`config.mk`:
```
export PLATFORM = sky130hd
export DESIGN_NAME = dma_channel_request_response
export DESIGN_NICKNAME = d
export VERILOG_FILES = /design/src/verilog/dma_resp_pkg.sv /design/src/verilog/dma_channel_request_response.sv
export SDC_FILE = /design/constraint.sdc
export NUM_CORES = 1
export LEC_CHECK = 0
export ABC_CLOCK_PERIOD_IN_PS = 3090
export BUFFER_PORTS_ARGS = -buffer_cell sky130_fd_sc_hd__buf_4
export CAP_MARGIN = 25
export CORE_MARGIN = 1
export CORE_UTILIZATION = 35
export CTS_CLUSTER_SIZE = 8
export DETAILED_ROUTE_END_ITERATION = 6
export PLACE_DENSITY = 0.65
export SLEW_MARGIN = 40
export SYNTH_ARGS = -nofsm -noshare
export SYNTH_HDL_FRONTEND = slang
export SYNTH_SLANG_ARGS = --single-unit
```
`constraint.sdc`:
```
create_clock -name sys_clk -period 3.09 [get_ports sys_clk]
set_clock_uncertainty 0.15 [all_clocks]
set_input_delay 0.618 -clock sys_clk [delete_from_list [all_inputs] [get_ports sys_clk]]
set_output_delay 0.618 -clock sys_clk [all_outputs]
set_load 0.1 [all_outputs]
```
`src/verilog/dma_resp_pkg.sv`:
```
// Package: types and constants for the DMA channel response controller
// Assumes a single 50 MHz system clock domain
package dma_resp_pkg;
    localparam logic [1:0] RESP_SINGLE     = 2'h0;
    localparam logic [1:0] RESP_BUS_HOLD   = 2'h1;
    localparam logic [1:0] RESP_BUS_REL    = 2'h2;
    localparam logic [1:0] RESP_INTERLEAVE = 2'h3;
    localparam logic [1:0] OP_TRANSFER     = 2'h0;
    localparam logic [1:0] OP_TRANSFER_SRC = 2'h1;
    localparam logic [1:0] OP_SEARCH       = 2'h2;
    localparam logic [1:0] FUN_NONE        = 2'h0;
    localparam logic [1:0] FUN_BYTE_WORD   = 2'h1;
    localparam logic [1:0] FUN_WORD_BYTE   = 2'h2;
    localparam int         DATA_W          = 16;
    localparam int         COUNT_W         = 16;
    localparam int         ADDR_W          = 24;
    localparam int         FIFO_DEPTH      = 4;
    localparam logic [COUNT_W-1:0] COUNT_ZERO = 16'h0000;
    localparam logic [ADDR_W-1:0]  ADDR_STEP  = 24'h000001;

    typedef enum logic [3:0] {
        ST_IDLE     = 4'b0000,
        ST_REQ_BUS  = 4'b0001,
        ST_READ     = 4'b0010,
        ST_WRITE    = 4'b0011,
        ST_DECIDE   = 4'b0100,
        ST_IDLE_HLD = 4'b0101,
        ST_TERM     = 4'b0110,
        ST_SIP_WAIT = 4'b0111,
        ST_RELOAD   = 4'b1000,
        ST_RELEASE  = 4'b1001
    } chan_state_t;

    typedef struct packed {
        logic [1:0] response_select_field;
        logic [1:0] op_kind;
        logic [1:0] funnel;
        logic       flyby;
        logic       ack_waveform_select;
        logic       step_a;
        logic       step_b;
        logic       chain_enable;
        logic       reload_enable;
    } chan_cfg_t;

    typedef struct packed {
        logic [DATA_W-1:0] pattern;
        logic [DATA_W-1:0] mask;
        logic              stop_on_match;
    } match_cfg_t;
endpackage : dma_resp_pkg

```
`src/verilog/dma_channel_request_response.sv`:
```
// DMA channel request/response and bus tenure controller with data FIFO
// Assumes synchronous inputs on sys_clk and an arbiter granting bus_grant
// Overview of operation
// - Response field picks single operation, bus hold, bus release or interleave.
// - Search iteration is one read, compare, count decrement, optional address step.
// - Transfer iteration reads source, writes destination, steps both addresses; funnelling varies.
// - Iteration never ends before held data reaches the destination.
// - Single mode: each software request, or chained request bit, runs one iteration.
// - Single mode: each request falling edge runs one iteration, deferred while masked.
// - Single mode releases bus unless new edge seen after iteration's first read.
// - Bus hold: software, chained or low request acquires bus; software runs to termination.
// - Level acknowledge is active from bus acquisition to bus release.
// - Bus hold sampled each slot: low iterates, high idles holding bus.
// - Bus hold releases after termination and reload unless requests remain.
// - Bus release: software or chained request runs to termination without release.
// - Bus release: low request iterates until termination or high; chain end sampled.
// - Termination in bus release reloads or chains without release if hold bit clear.
// - Hold bit set at termination releases bus until acknowledged, then re-requests bus if chain or reload set.
// - No request: bus hold idles holding bus; other demand modes release.
// - Interleave with policy bit set releases and re-requests after every iteration.
// - Interleave with policy bit clear also releases, flagging yield_to_other when the other channel requests.
// - Interleave chain end with low request runs one iteration then interleaves.
// - Waveform bit selects level or pulsed acknowledge; pulsed only for flyby.
// - Count reaching zero before a match raises count exhaustion termination.
`timescale 1ns/1ps
module dma_fifo #(
    parameter int WIDTH = 16,
    parameter int DEPTH = 4
) (
    input  wire logic             sys_clk,
    input  wire logic             nrst,
    input  wire logic [WIDTH-1:0] in_data,
    input  wire logic             in_valid,
    output logic                  in_ready,
    output logic [WIDTH-1:0]      out_data,
    output logic                  out_valid,
    input  wire logic             out_ready
);
    localparam int AW = $clog2(DEPTH);
    logic [WIDTH-1:0] mem [DEPTH];
    logic [AW-1:0]    wr_ptr;
    logic [AW-1:0]    rd_ptr;
    logic [AW:0]      fill;
    wire              push = in_valid && in_ready;
    wire              pop  = out_valid && out_ready;
    assign in_ready  = (fill != (AW+1)'(DEPTH));
    assign out_valid = (fill != '0);
    assign out_data  = mem[rd_ptr];
    always_ff @(posedge sys_clk)
    begin
        if (!nrst)
        begin
            wr_ptr <= '0;
            rd_ptr <= '0;
            fill   <= '0;
        end
        else
        begin
            if (push)
            begin
                mem[wr_ptr] <= in_data;
                wr_ptr      <= (wr_ptr == AW'(DEPTH-1)) ? '0 : wr_ptr + 1'b1;
            end
            if (pop)
                rd_ptr <= (rd_ptr == AW'(DEPTH-1)) ? '0 : rd_ptr + 1'b1;
            fill <= fill + (AW+1)'(push) - (AW+1)'(pop);
        end
    end
endmodule : dma_fifo

module dma_channel_request_response
    import dma_resp_pkg::*;
(
    input  wire logic              sys_clk,
    input  wire logic              nrst,
    input  wire chan_cfg_t         cfg,
    input  wire match_cfg_t        match_cfg,
    input  wire logic              master_release_policy_bit,
    input  wire logic              sw_request,
    input  wire logic              chain_sets_sw_request,
    input  wire logic              hw_mask,
    input  wire logic              interrupt_pending_hold,
    input  wire logic              interrupt_ack,
    input  wire logic              dma_request_n,
    input  wire logic              end_of_process_n,
    input  wire logic [COUNT_W-1:0] count_load,
    input  wire logic [ADDR_W-1:0] addr_a_load,
    input  wire logic [ADDR_W-1:0] addr_b_load,
    input  wire logic              load_strobe,
    input  wire logic              other_chan_request,
    input  wire logic              bus_grant,
    input  wire logic              access_done,
    input  wire logic [DATA_W-1:0] read_data,
    output logic                   bus_request,
    output logic                   bus_owned,
    output logic                   read_strobe,
    output logic                   write_strobe,
    output logic [ADDR_W-1:0]      bus_address,
    output logic [DATA_W-1:0]      write_data,
    output logic                   dma_acknowledge_n,
    output logic                   idle_hold_state,
    output logic                   count_exhausted,
    output logic                   match_found,
    output logic                   eop_seen,
    output logic                   reload_request,
    output logic                   yield_to_other,
    output logic [COUNT_W-1:0]     op_count,
    output logic [ADDR_W-1:0]      current_address_a,
    output logic [ADDR_W-1:0]      current_address_b
);
    chan_state_t      state;
    chan_state_t      next_state;
    logic             req_n_prev;
    logic             edge_pend;
    logic             sw_pend;
    logic             sw_run;
    logic             terminated;
    logic [1:0]       reads_left;
    logic [1:0]       writes_left;
    logic             ack_pulse;
    logic             fifo_in_ready;
    logic             fifo_out_valid;
    logic [DATA_W-1:0] fifo_out_data;

    function automatic logic is_match(input logic [DATA_W-1:0] d, input match_cfg_t m);
        logic eq;
        eq = (((d ^ m.pattern) & ~m.mask) == '0);
        return m.stop_on_match ? eq : !eq;
    endfunction : is_match

    wire is_search   = (cfg.op_kind == OP_SEARCH);
    wire is_single   = (cfg.response_select_field == RESP_SINGLE);
    wire is_hold     = (cfg.response_select_field == RESP_BUS_HOLD);
    wire is_inter    = (cfg.response_select_field == RESP_INTERLEAVE);
    wire req_low     = !dma_request_n;
    wire req_fall    = req_n_prev && !dma_request_n;
    wire in_read     = (state == ST_READ);
    wire read_taken  = in_read && access_done && fifo_in_ready;
    wire write_taken = (state == ST_WRITE) && access_done && fifo_out_valid;
    wire rd_match    = read_taken && (cfg.op_kind != OP_TRANSFER) && is_match(read_data, match_cfg);
    wire eop_now     = !end_of_process_n;
    wire last_read   = read_taken && (reads_left == 2'h1);
    wire count_last  = (op_count == COUNT_W'(1) || op_count == COUNT_ZERO);
    wire iter_end    = (is_search || cfg.flyby) ? last_read
                     : (write_taken && writes_left == 2'h1);
    wire term_hit    = iter_end && (count_last || terminated || match_found || rd_match || eop_seen);
    wire any_sw      = sw_pend || chain_sets_sw_request;
    wire want_start  = any_sw || sw_run || (is_single ? (edge_pend && !hw_mask) : req_low);
    wire more_demand = sw_run || (is_single ? (edge_pend && !hw_mask) : req_low);

    assign read_strobe  = in_read;
    assign write_strobe = (state == ST_WRITE) && fifo_out_valid && !cfg.flyby;
    assign write_data   = fifo_out_data;
    assign bus_address  = in_read ? current_address_a : current_address_b;
    assign bus_request  = (state == ST_REQ_BUS);
    assign bus_owned    = !(state == ST_IDLE || state == ST_REQ_BUS || state == ST_SIP_WAIT);
    assign idle_hold_state = (state == ST_IDLE_HLD);

    // Acknowledge waveform: level during tenure, pulse for flyby only
    assign dma_acknowledge_n = cfg.ack_waveform_select
                             ? !(cfg.flyby && ack_pulse)
                             : !bus_owned;

    dma_fifo #(
        .WIDTH (DATA_W),
        .DEPTH (FIFO_DEPTH)
    ) u_fifo (
        .sys_clk   (sys_clk),
        .nrst      (nrst),
        .in_data   (read_data),
        .in_valid  (last_read && !is_search && !cfg.flyby),
        .in_ready  (fifo_in_ready),
        .out_data  (fifo_out_data),
        .out_valid (fifo_out_valid),
        .out_ready (write_taken && writes_left == 2'h1)
    );

    always_comb
    begin
        next_state = state;
        case (state)
            ST_IDLE:
                if (want_start)
                    next_state = ST_REQ_BUS;
            ST_REQ_BUS:
                if (bus_grant)
                    next_state = ST_READ;
            ST_READ:
                if (read_taken && (reads_left == 2'h1))
                    next_state = (is_search || cfg.flyby) ? ST_DECIDE : ST_WRITE;
            ST_WRITE:
                if (write_taken && writes_left == 2'h1)
                    next_state = ST_DECIDE;
            ST_DECIDE:
                if (terminated)
                    next_state = ST_TERM;
                else if (is_single)
                    next_state = (any_sw || (edge_pend && !hw_mask)) ? ST_READ : ST_RELEASE;
                else if (is_inter)
                    next_state = ST_RELEASE;
                else if (more_demand)
                    next_state = ST_READ;
                else if (is_hold)
                    next_state = ST_IDLE_HLD;
                else
                    next_state = ST_RELEASE;
            ST_IDLE_HLD:
                if (req_low || any_sw)
                    next_state = ST_READ;
            ST_TERM:
                if (interrupt_pending_hold)
                    next_state = ST_SIP_WAIT;
                else if (cfg.chain_enable || cfg.reload_enable)
                    next_state = ST_RELOAD;
                else
                    next_state = ST_RELEASE;
            ST_SIP_WAIT:
                if (interrupt_ack && !interrupt_pending_hold)
                    next_state = (cfg.chain_enable || cfg.reload_enable) ? ST_REQ_BUS : ST_IDLE;
            ST_RELOAD:
                if (load_strobe)
                    next_state = (any_sw || (!is_single && req_low)) ? ST_READ : ST_RELEASE;
            ST_RELEASE:
                next_state = ST_IDLE;
            default:
                next_state = ST_IDLE;
        endcase
    end

    wire iter_start = (next_state == ST_READ) && (state != ST_READ);
    wire [1:0] reads_init  = (cfg.funnel == FUN_BYTE_WORD) ? 2'h2 : 2'h1;
    wire [1:0] writes_init = (cfg.funnel == FUN_WORD_BYTE) ? 2'h2 : 2'h1;

    always_ff @(posedge sys_clk)
    begin
        if (!nrst)
        begin
            state      <= ST_IDLE;
            req_n_prev <= 1'b1;
            edge_pend  <= 1'b0;
            sw_pend    <= 1'b0;
            sw_run     <= 1'b0;
            terminated <= 1'b0;
            reads_left <= 2'h0;
            writes_left <= 2'h0;
            ack_pulse  <= 1'b0;
            count_exhausted <= 1'b0;
            match_found <= 1'b0;
            eop_seen   <= 1'b0;
            reload_request <= 1'b0;
            yield_to_other <= 1'b0;
            op_count   <= COUNT_ZERO;
            current_address_a <= '0;
            current_address_b <= '0;
        end
        else
        begin
            state      <= next_state;
            req_n_prev <= dma_request_n;
            // Edge pending: set wins, consumed at iteration start
            if (req_fall && (is_single && (state != ST_READ || reads_left != reads_init || !in_read)))
                edge_pend <= 1'b1;
            else if (iter_start && !any_sw)
                edge_pend <= 1'b0;
            else if (terminated && state == ST_RELEASE)
                edge_pend <= 1'b0;
            if (sw_request || chain_sets_sw_request)
                sw_pend <= 1'b1;
            else if (iter_start)
                sw_pend <= 1'b0;
            if (iter_start && any_sw && !is_single)
                sw_run <= 1'b1;
            else if (state == ST_TERM)
                sw_run <= 1'b0;
            if (iter_start)
            begin
                reads_left  <= reads_init;
                writes_left <= writes_init;
            end
            else
            begin
                if (read_taken)
                    reads_left <= reads_left - 2'h1;
                if (write_taken)
                    writes_left <= writes_left - 2'h1;
            end
            ack_pulse <= read_taken && cfg.flyby;
            if (load_strobe)
            begin
                op_count          <= count_load;
                current_address_a <= addr_a_load;
                current_address_b <= addr_b_load;
            end
            else
            begin
                if (read_taken && cfg.step_a)
                    current_address_a <= current_address_a + ADDR_STEP;
                if ((write_taken || (cfg.flyby && read_taken)) && cfg.step_b && !is_search)
                    current_address_b <= current_address_b + ADDR_STEP;
                if (iter_end && op_count != COUNT_ZERO)
                    op_count <= op_count - 16'h0001;
            end
            if (rd_match)
                match_found <= 1'b1;
            else if (iter_start && state != ST_DECIDE)
                match_found <= 1'b0;
            if (eop_now && bus_owned)
                eop_seen <= 1'b1;
            else if (load_strobe)
                eop_seen <= 1'b0;
            if (term_hit && !match_found && !rd_match && count_last)
                count_exhausted <= 1'b1;
            else if (load_strobe)
                count_exhausted <= 1'b0;
            if (term_hit)
                terminated <= 1'b1;
            else if (load_strobe || state == ST_IDLE)
                terminated <= 1'b0;
            reload_request <= (next_state == ST_RELOAD);
            yield_to_other <= (state == ST_DECIDE) && is_inter && !master_release_policy_bit
                              && other_chan_request;
        end
    end
endmodule : dma_channel_request_response

```
==> Word level (Yosys, flattened, before mapping) <==
Memories as Yosys holds them, arrays and structs flattened. A register that Yosys moved wholly into a read port is not among the register bits.
Cells that the tools add are included.
{ "classes": {"n_addsub": 9, "n_reduce_logical": 95, "muxes": 57, "n_eq_ne": 25, "n_bitwise": 3} }
{ "op_table": {"columns": ["op", "n"], "rows": [
  ["$mux W24", 5],
  ["$mux W4", 15],
  ["$add A24 B1 Y24 const B", 2],
  ["$logic_and A1 B1 Y1", 40],
  ["$pmux W4 S9", 1],
  ["$logic_not A16 Y1", 2],
  ["$mux W16", 2],
  ["$reduce_bool A2 Y1", 12],
  ["$mux W1", 23],
  ["$logic_or A1 B1 Y1", 21],
  ["$mux W2", 10],
  ["$and A16 B16 Y16", 1],
  ["$eq A16 B1 Y1 const B", 1],
  ["$eq A4 B3 Y1 const B", 4],
  ["$not A16 Y16", 1],
  ["$reduce_bool A16 Y1", 1],
  ["$sub A16 B1 Y16 const B", 1],
  ["$xor A16 B16 Y16", 1],
  ["$logic_not A1 Y1", 15],
  ["$eq A4 B2 Y1 const B", 3],
  ["$eq A4 B4 Y1 const B", 3],
  ["$eq A2 B2 Y1 const B", 5],
  ["$eq A2 B1 Y1 const B", 4],
  ["$reduce_bool A3 Y1", 2],
  ["other kinds (12)", 14]
]} }
{ "totals": {"reg_bits": 90, "word_cells": 210, "mem_count": 1, "input_bits": 139, "ramBits": 64} }
{ "memory_table": {"columns": ["memory", "words", "word_bits", "rd", "rd_ports_with_merged_regs", "wr", "line", "text"], "rows": [
  ["u_fifo.mem", 4, 16, 1, 1, 1, "dma_channel_request_response.sv:40", "logic [WIDTH-1:0] mem [DEPTH];"]
]} }

==> Longest topological paths before layout <==
{ "depth": {"word_depth": 14, "ltp_mapped": 12} }

==> Cells and area by module <==
From an unflattened synthesis, not the netlist that was laid out.
{ "unflattened": {"hier_cells": 827, "area_unflattened_um2": 8139.1} }
{ "by_module_without_submodules": {"columns": ["mod", "seq_area_each_um2", "instances", "area_per_inst_um2", "cells_each"], "rows": [
  ["dma_channel_request_response", 1661.6, 1, 5346.4, 692],
  ["dma_fifo", 2102.0, 1, 2792.7, 135]
]} }

==> Worst setup path before layout <==
Ideal clock, no wire load.
{ "synth_timing": {"kind": "register to register", "start": "register state[3]", "end": "register reads_left[1]", "slack_ns": -2.306, "path_buffers": 1, "arrival_ns": 5.124, "stages_incl_launch_ff": 8, "required_time_ns": 2.819, "cell_sequence": "dfxtp_1 -> buf_4 -> nor4b_1 -> a22oi_1 -> nand4_1 -> a21oi_1 -> nor3b_4 -> mux2_4"} }
{ "synth_between": {"word_cells_on_any_way": 28, "cone_classes": "eq/ne (10); mux (9); reduce/logical (9)"} }
{ "synth_rtl": {"columns": ["item", "line", "text"], "rows": [
  ["start: declaration", "dma_channel_request_response.sv:111", "chan_state_t state;"],
  ["start signal: assignment", "dma_channel_request_response.sv:258", "state <= next_state;"],
  ["$eq A4 B1 Y1 *", null, null],
  ["net bus_request", "dma_channel_request_response.sv:94", "output logic bus_request,"],
  ["$pmux W4 S9 *", "dma_channel_request_response.sv:181", "case (state)"],
  ["$eq A4 B2 Y1 *", "dma_channel_request_response.sv:230", "wire iter_start = (next_state == ST_READ) && (state != ST_READ);"],
  ["$logic_and A1 B1 Y1 *", "dma_channel_request_response.sv:230", null],
  ["$mux W2 or $reduce_bool A2 Y1 (tied branches)", null, null],
  ["end signal: assignment", "dma_channel_request_response.sv:277", "reads_left <= reads_init;"],
  ["end signal: assignment", "dma_channel_request_response.sv:283", "reads_left <= reads_left - 2'h1;"],
  ["end: declaration", "dma_channel_request_response.sv:118", "logic [1:0] reads_left;"]
]} }
The timed path passes the listed nets; every way through them passes the cells marked *.
A chain may end at the register's enable or synchronous reset.

==> Worst setup path in the final report <==
{ "layout_timing": {"start": "register state[0]", "end": "output port bus_address[17]"} }
{ "layout_between": {"elab_chain_len": 2} }
{ "layout_lines": {"columns": ["item", "line", "text"], "rows": [
  ["$eq A4 B2 Y1", "dma_channel_request_response.sv:137", "wire in_read = (state == ST_READ);"],
  ["$mux W24", "dma_channel_request_response.sv:154", "assign bus_address = in_read ? current_address_a : current_address_b;"],
  ["end: declaration", "dma_channel_request_response.sv:98", "output logic [ADDR_W-1:0] bus_address,"]
]} }
Every way passes these cells.

==> run summary <==
Area contributors post-synth: edfxtp_1, dfxtp_1, mux4_2
Max Fanout on Critical Path: 33
H-Tree Depth: 4
Vias/cell: 5.19
Final Critical Period: 2.94 ns
commonest non-fill, non-tap cells in the layout: buf_4, dfxtp_1, o21ai_0
DR iter-0 viols: 278
Syn Inst Count: 752
M1 wire length: 9.88 mm
first drt pass iteration count: 7
synthesis warning total: 0
clock sink total: 156
CTS Buf Count: 17
Hold Startpoint: read_data[7]
synthesized area per cell: 10.5 µm²
slowest CP cell: dfxtp_1
core area: 22000 µm²
CP top delay family: buffers and inverters
Crit Path Category: reg -> out
placer congestion estimate: 0.877
Final period util: 0.951
Worst Max-Slew Pin Slew: 0.662 ns
overflow left after global routing: 0
endpoints failing hold: 0
area grow syn2layout: 36.8%
Hold WC Path Type: in -> reg
final number of setup-violating endpoints: 0
CP Capture Type: primary output
Mapped Area: 7920 µm²
R2R setup slack: 0.31 ns
initial antenna violation count: 1
Worst Path Buf+Inv: 2
status: finished, violations left
worst slack, placed: 0.189 ns
setup bufs post-CTS: 0
worst vdd ir: 364 µV
Root Buffer: clkbuf_16
Synth Flop Type: dfxtp_1
Yosys cell types: 75
Worst path max stage delay: 0.47 ns
max layer used: met4
Critical Path AT: 2.17 ns
commonest non-fill, non-tap cell in the layout: buf_4
RSZ-0062 raised after global routing: no
design area: 10800 µm²
global-route wire length before repair: 36.2 mm
max-cap check violation count: 0
fmax: 340 MHz
Die Height: 152 µm
vias in the first global route: 6674
Post-synth EDFFs: 64
CTS tree: yes
Layout Utilization: 0.492
CTS max path bufs: 2
port bufs: 253
Synth Net Count: 905
final wirelength: 23.1 mm
post-synthesis sequential area ratio: 0.475
DR WL met3: 1.79 mm
Routed Antenna Nets: 0
worst setup path startpoint: state[0]
GRT Total Usage: 0.200
PwrDens: 543 nW/µm²
failing checks: DRC
DRC errors left: 14
Fin Setup TNS: 0 ns
reg2reg start: state[0]
Static Leak: 4.31 nW
Worst Setup Start Kind: register
Req. time, crit path: 2.32 ns
top-area cell type share of the netlist area: 0.243
I/O pin count: 254
worst-path cell chain: nor4b_4 > buf_12 > mux2_2 > buf_4
Die ar.: 23200 µm²
Clk Latency, worst-skew pair: 0.43 ns
post-cts resize count: 0
PnR worst setup slack: 0.150 ns
clock-pin slew on the worst setup and hold paths: 0.07 ns
vias: 6764
hold_buf cts: 0
detailed placement HPWL: 17.2 mm
wire per inst: 17.7 µm
largest net degree at the start of global routing: 64
Yosys top cell by area: edfxtp_1
nets: 1162
initial core utilization: 0.360
Die X: 152 µm
metal2 WL: 11.1 mm
register bit total from synthesis: 156
Worst slew margin: 0.555
Worst Hold Margin: 0.265 ns
fin. max-slew vios: 0
row count: 54
FFs w/ async S/R, synth: 0
Placed Area: 10300 µm²
fraction of layout cells with a size suffix above 1: 0.371
-- per-stage QoR --
stage               power (W)  cells
floorplan             0.00343    752
finish                0.00588   1303
CTS                   0.00593   1302
global route          0.00609   1303
global placement      0.00385   1270
detailed placement    0.00386   1270
-- path summary, 6_finish.rpt --
| check | cells after the start | end |
|---|---|---|
| max reg2reg | 6 | op_count[15] |
| min | 1 | u_fifo.mem[0][7] |
| min reg2reg | 2 | edge_pend |
| max | 4 | bus_address[17] |
-- synth_stat cells, types with 4 or more instances --
library cell	instances
nand3_1	26
and3_1	16
nand2_1	33
nor2b_1	5
nor3_1	10
clkbuf_1	30
edfxtp_1	64
nand4_1	12
dfxtp_1	92
ha_1	13
o22ai_1	9
inv_1	19
o21ai_0	71
and4_1	9
xor2_1	40
mux2i_1	9
buf_1	5
mux4_2	16
xnor2_1	41
nor4b_1	8
mux2_2	25
nor4_1	11
nor2_1	42
and2_1	4
or4_1	8
a21oi_1	65
-- area by class of cell --
cell class / instances / area (µm²)
well taps: 280 / 350
multi-input cells: 534 / 3940
clock inverters: 14 / 130
inverters: 20 / 76.3
clock buffers: 18 / 450
flip-flops and latches: 156 / 3760
diodes: 1 / 2.50
fillers: 2022 / 11200
repair buffers: 280 / 2130
-- state kept, by name, indices dropped and copies added (netlist names), 2 cells and up, named ones only --
name and cells:
u_fifo.rd_ptr 2, current_address_a 24, op_count 16, state 4
u_fifo.mem 64, u_fifo.fill 3, u_fifo.wr_ptr 2, reads_left 2
current_address_b 24, writes_left 2
-- cell families (layout without fill, tap and decap cells) --
| group | after synthesis | in the layout | synth area share |
|---|---|---|---|
| AOI/OAI and AO/OA | 173 | 173 | 0.125 |
| xor gates and xnor gates | 81 | 81 | 0.0896 |
| adders and majority gates | 14 | 14 | 0.0231 |
| other | 0 | 1 | 0 |
| buffers and inverters | 62 | 332 | 0.0330 |
| and+or+nand+nor | 215 | 215 | 0.160 |
| muxes | 51 | 51 | 0.0943 |
| DFF | 156 | 156 | 0.475 |
-- per-layer routing --
layer / up-vias / GRT usage
met4: 0 / 0.0678
met1: 3170 / 0.247
met5: - / 0
met3: 28 / 0.0563
li1: 3310 / -
met2: 256 / 0.335
-- report_power, final --
part           leakage (nW)  switching [W]  internal [W]
Sequential             1.33       0.000114       0.00221
Combinational          2.69        0.00104      0.000438
Clock                 0.291       0.000899       0.00117
(Power assumes the default switching activity.)
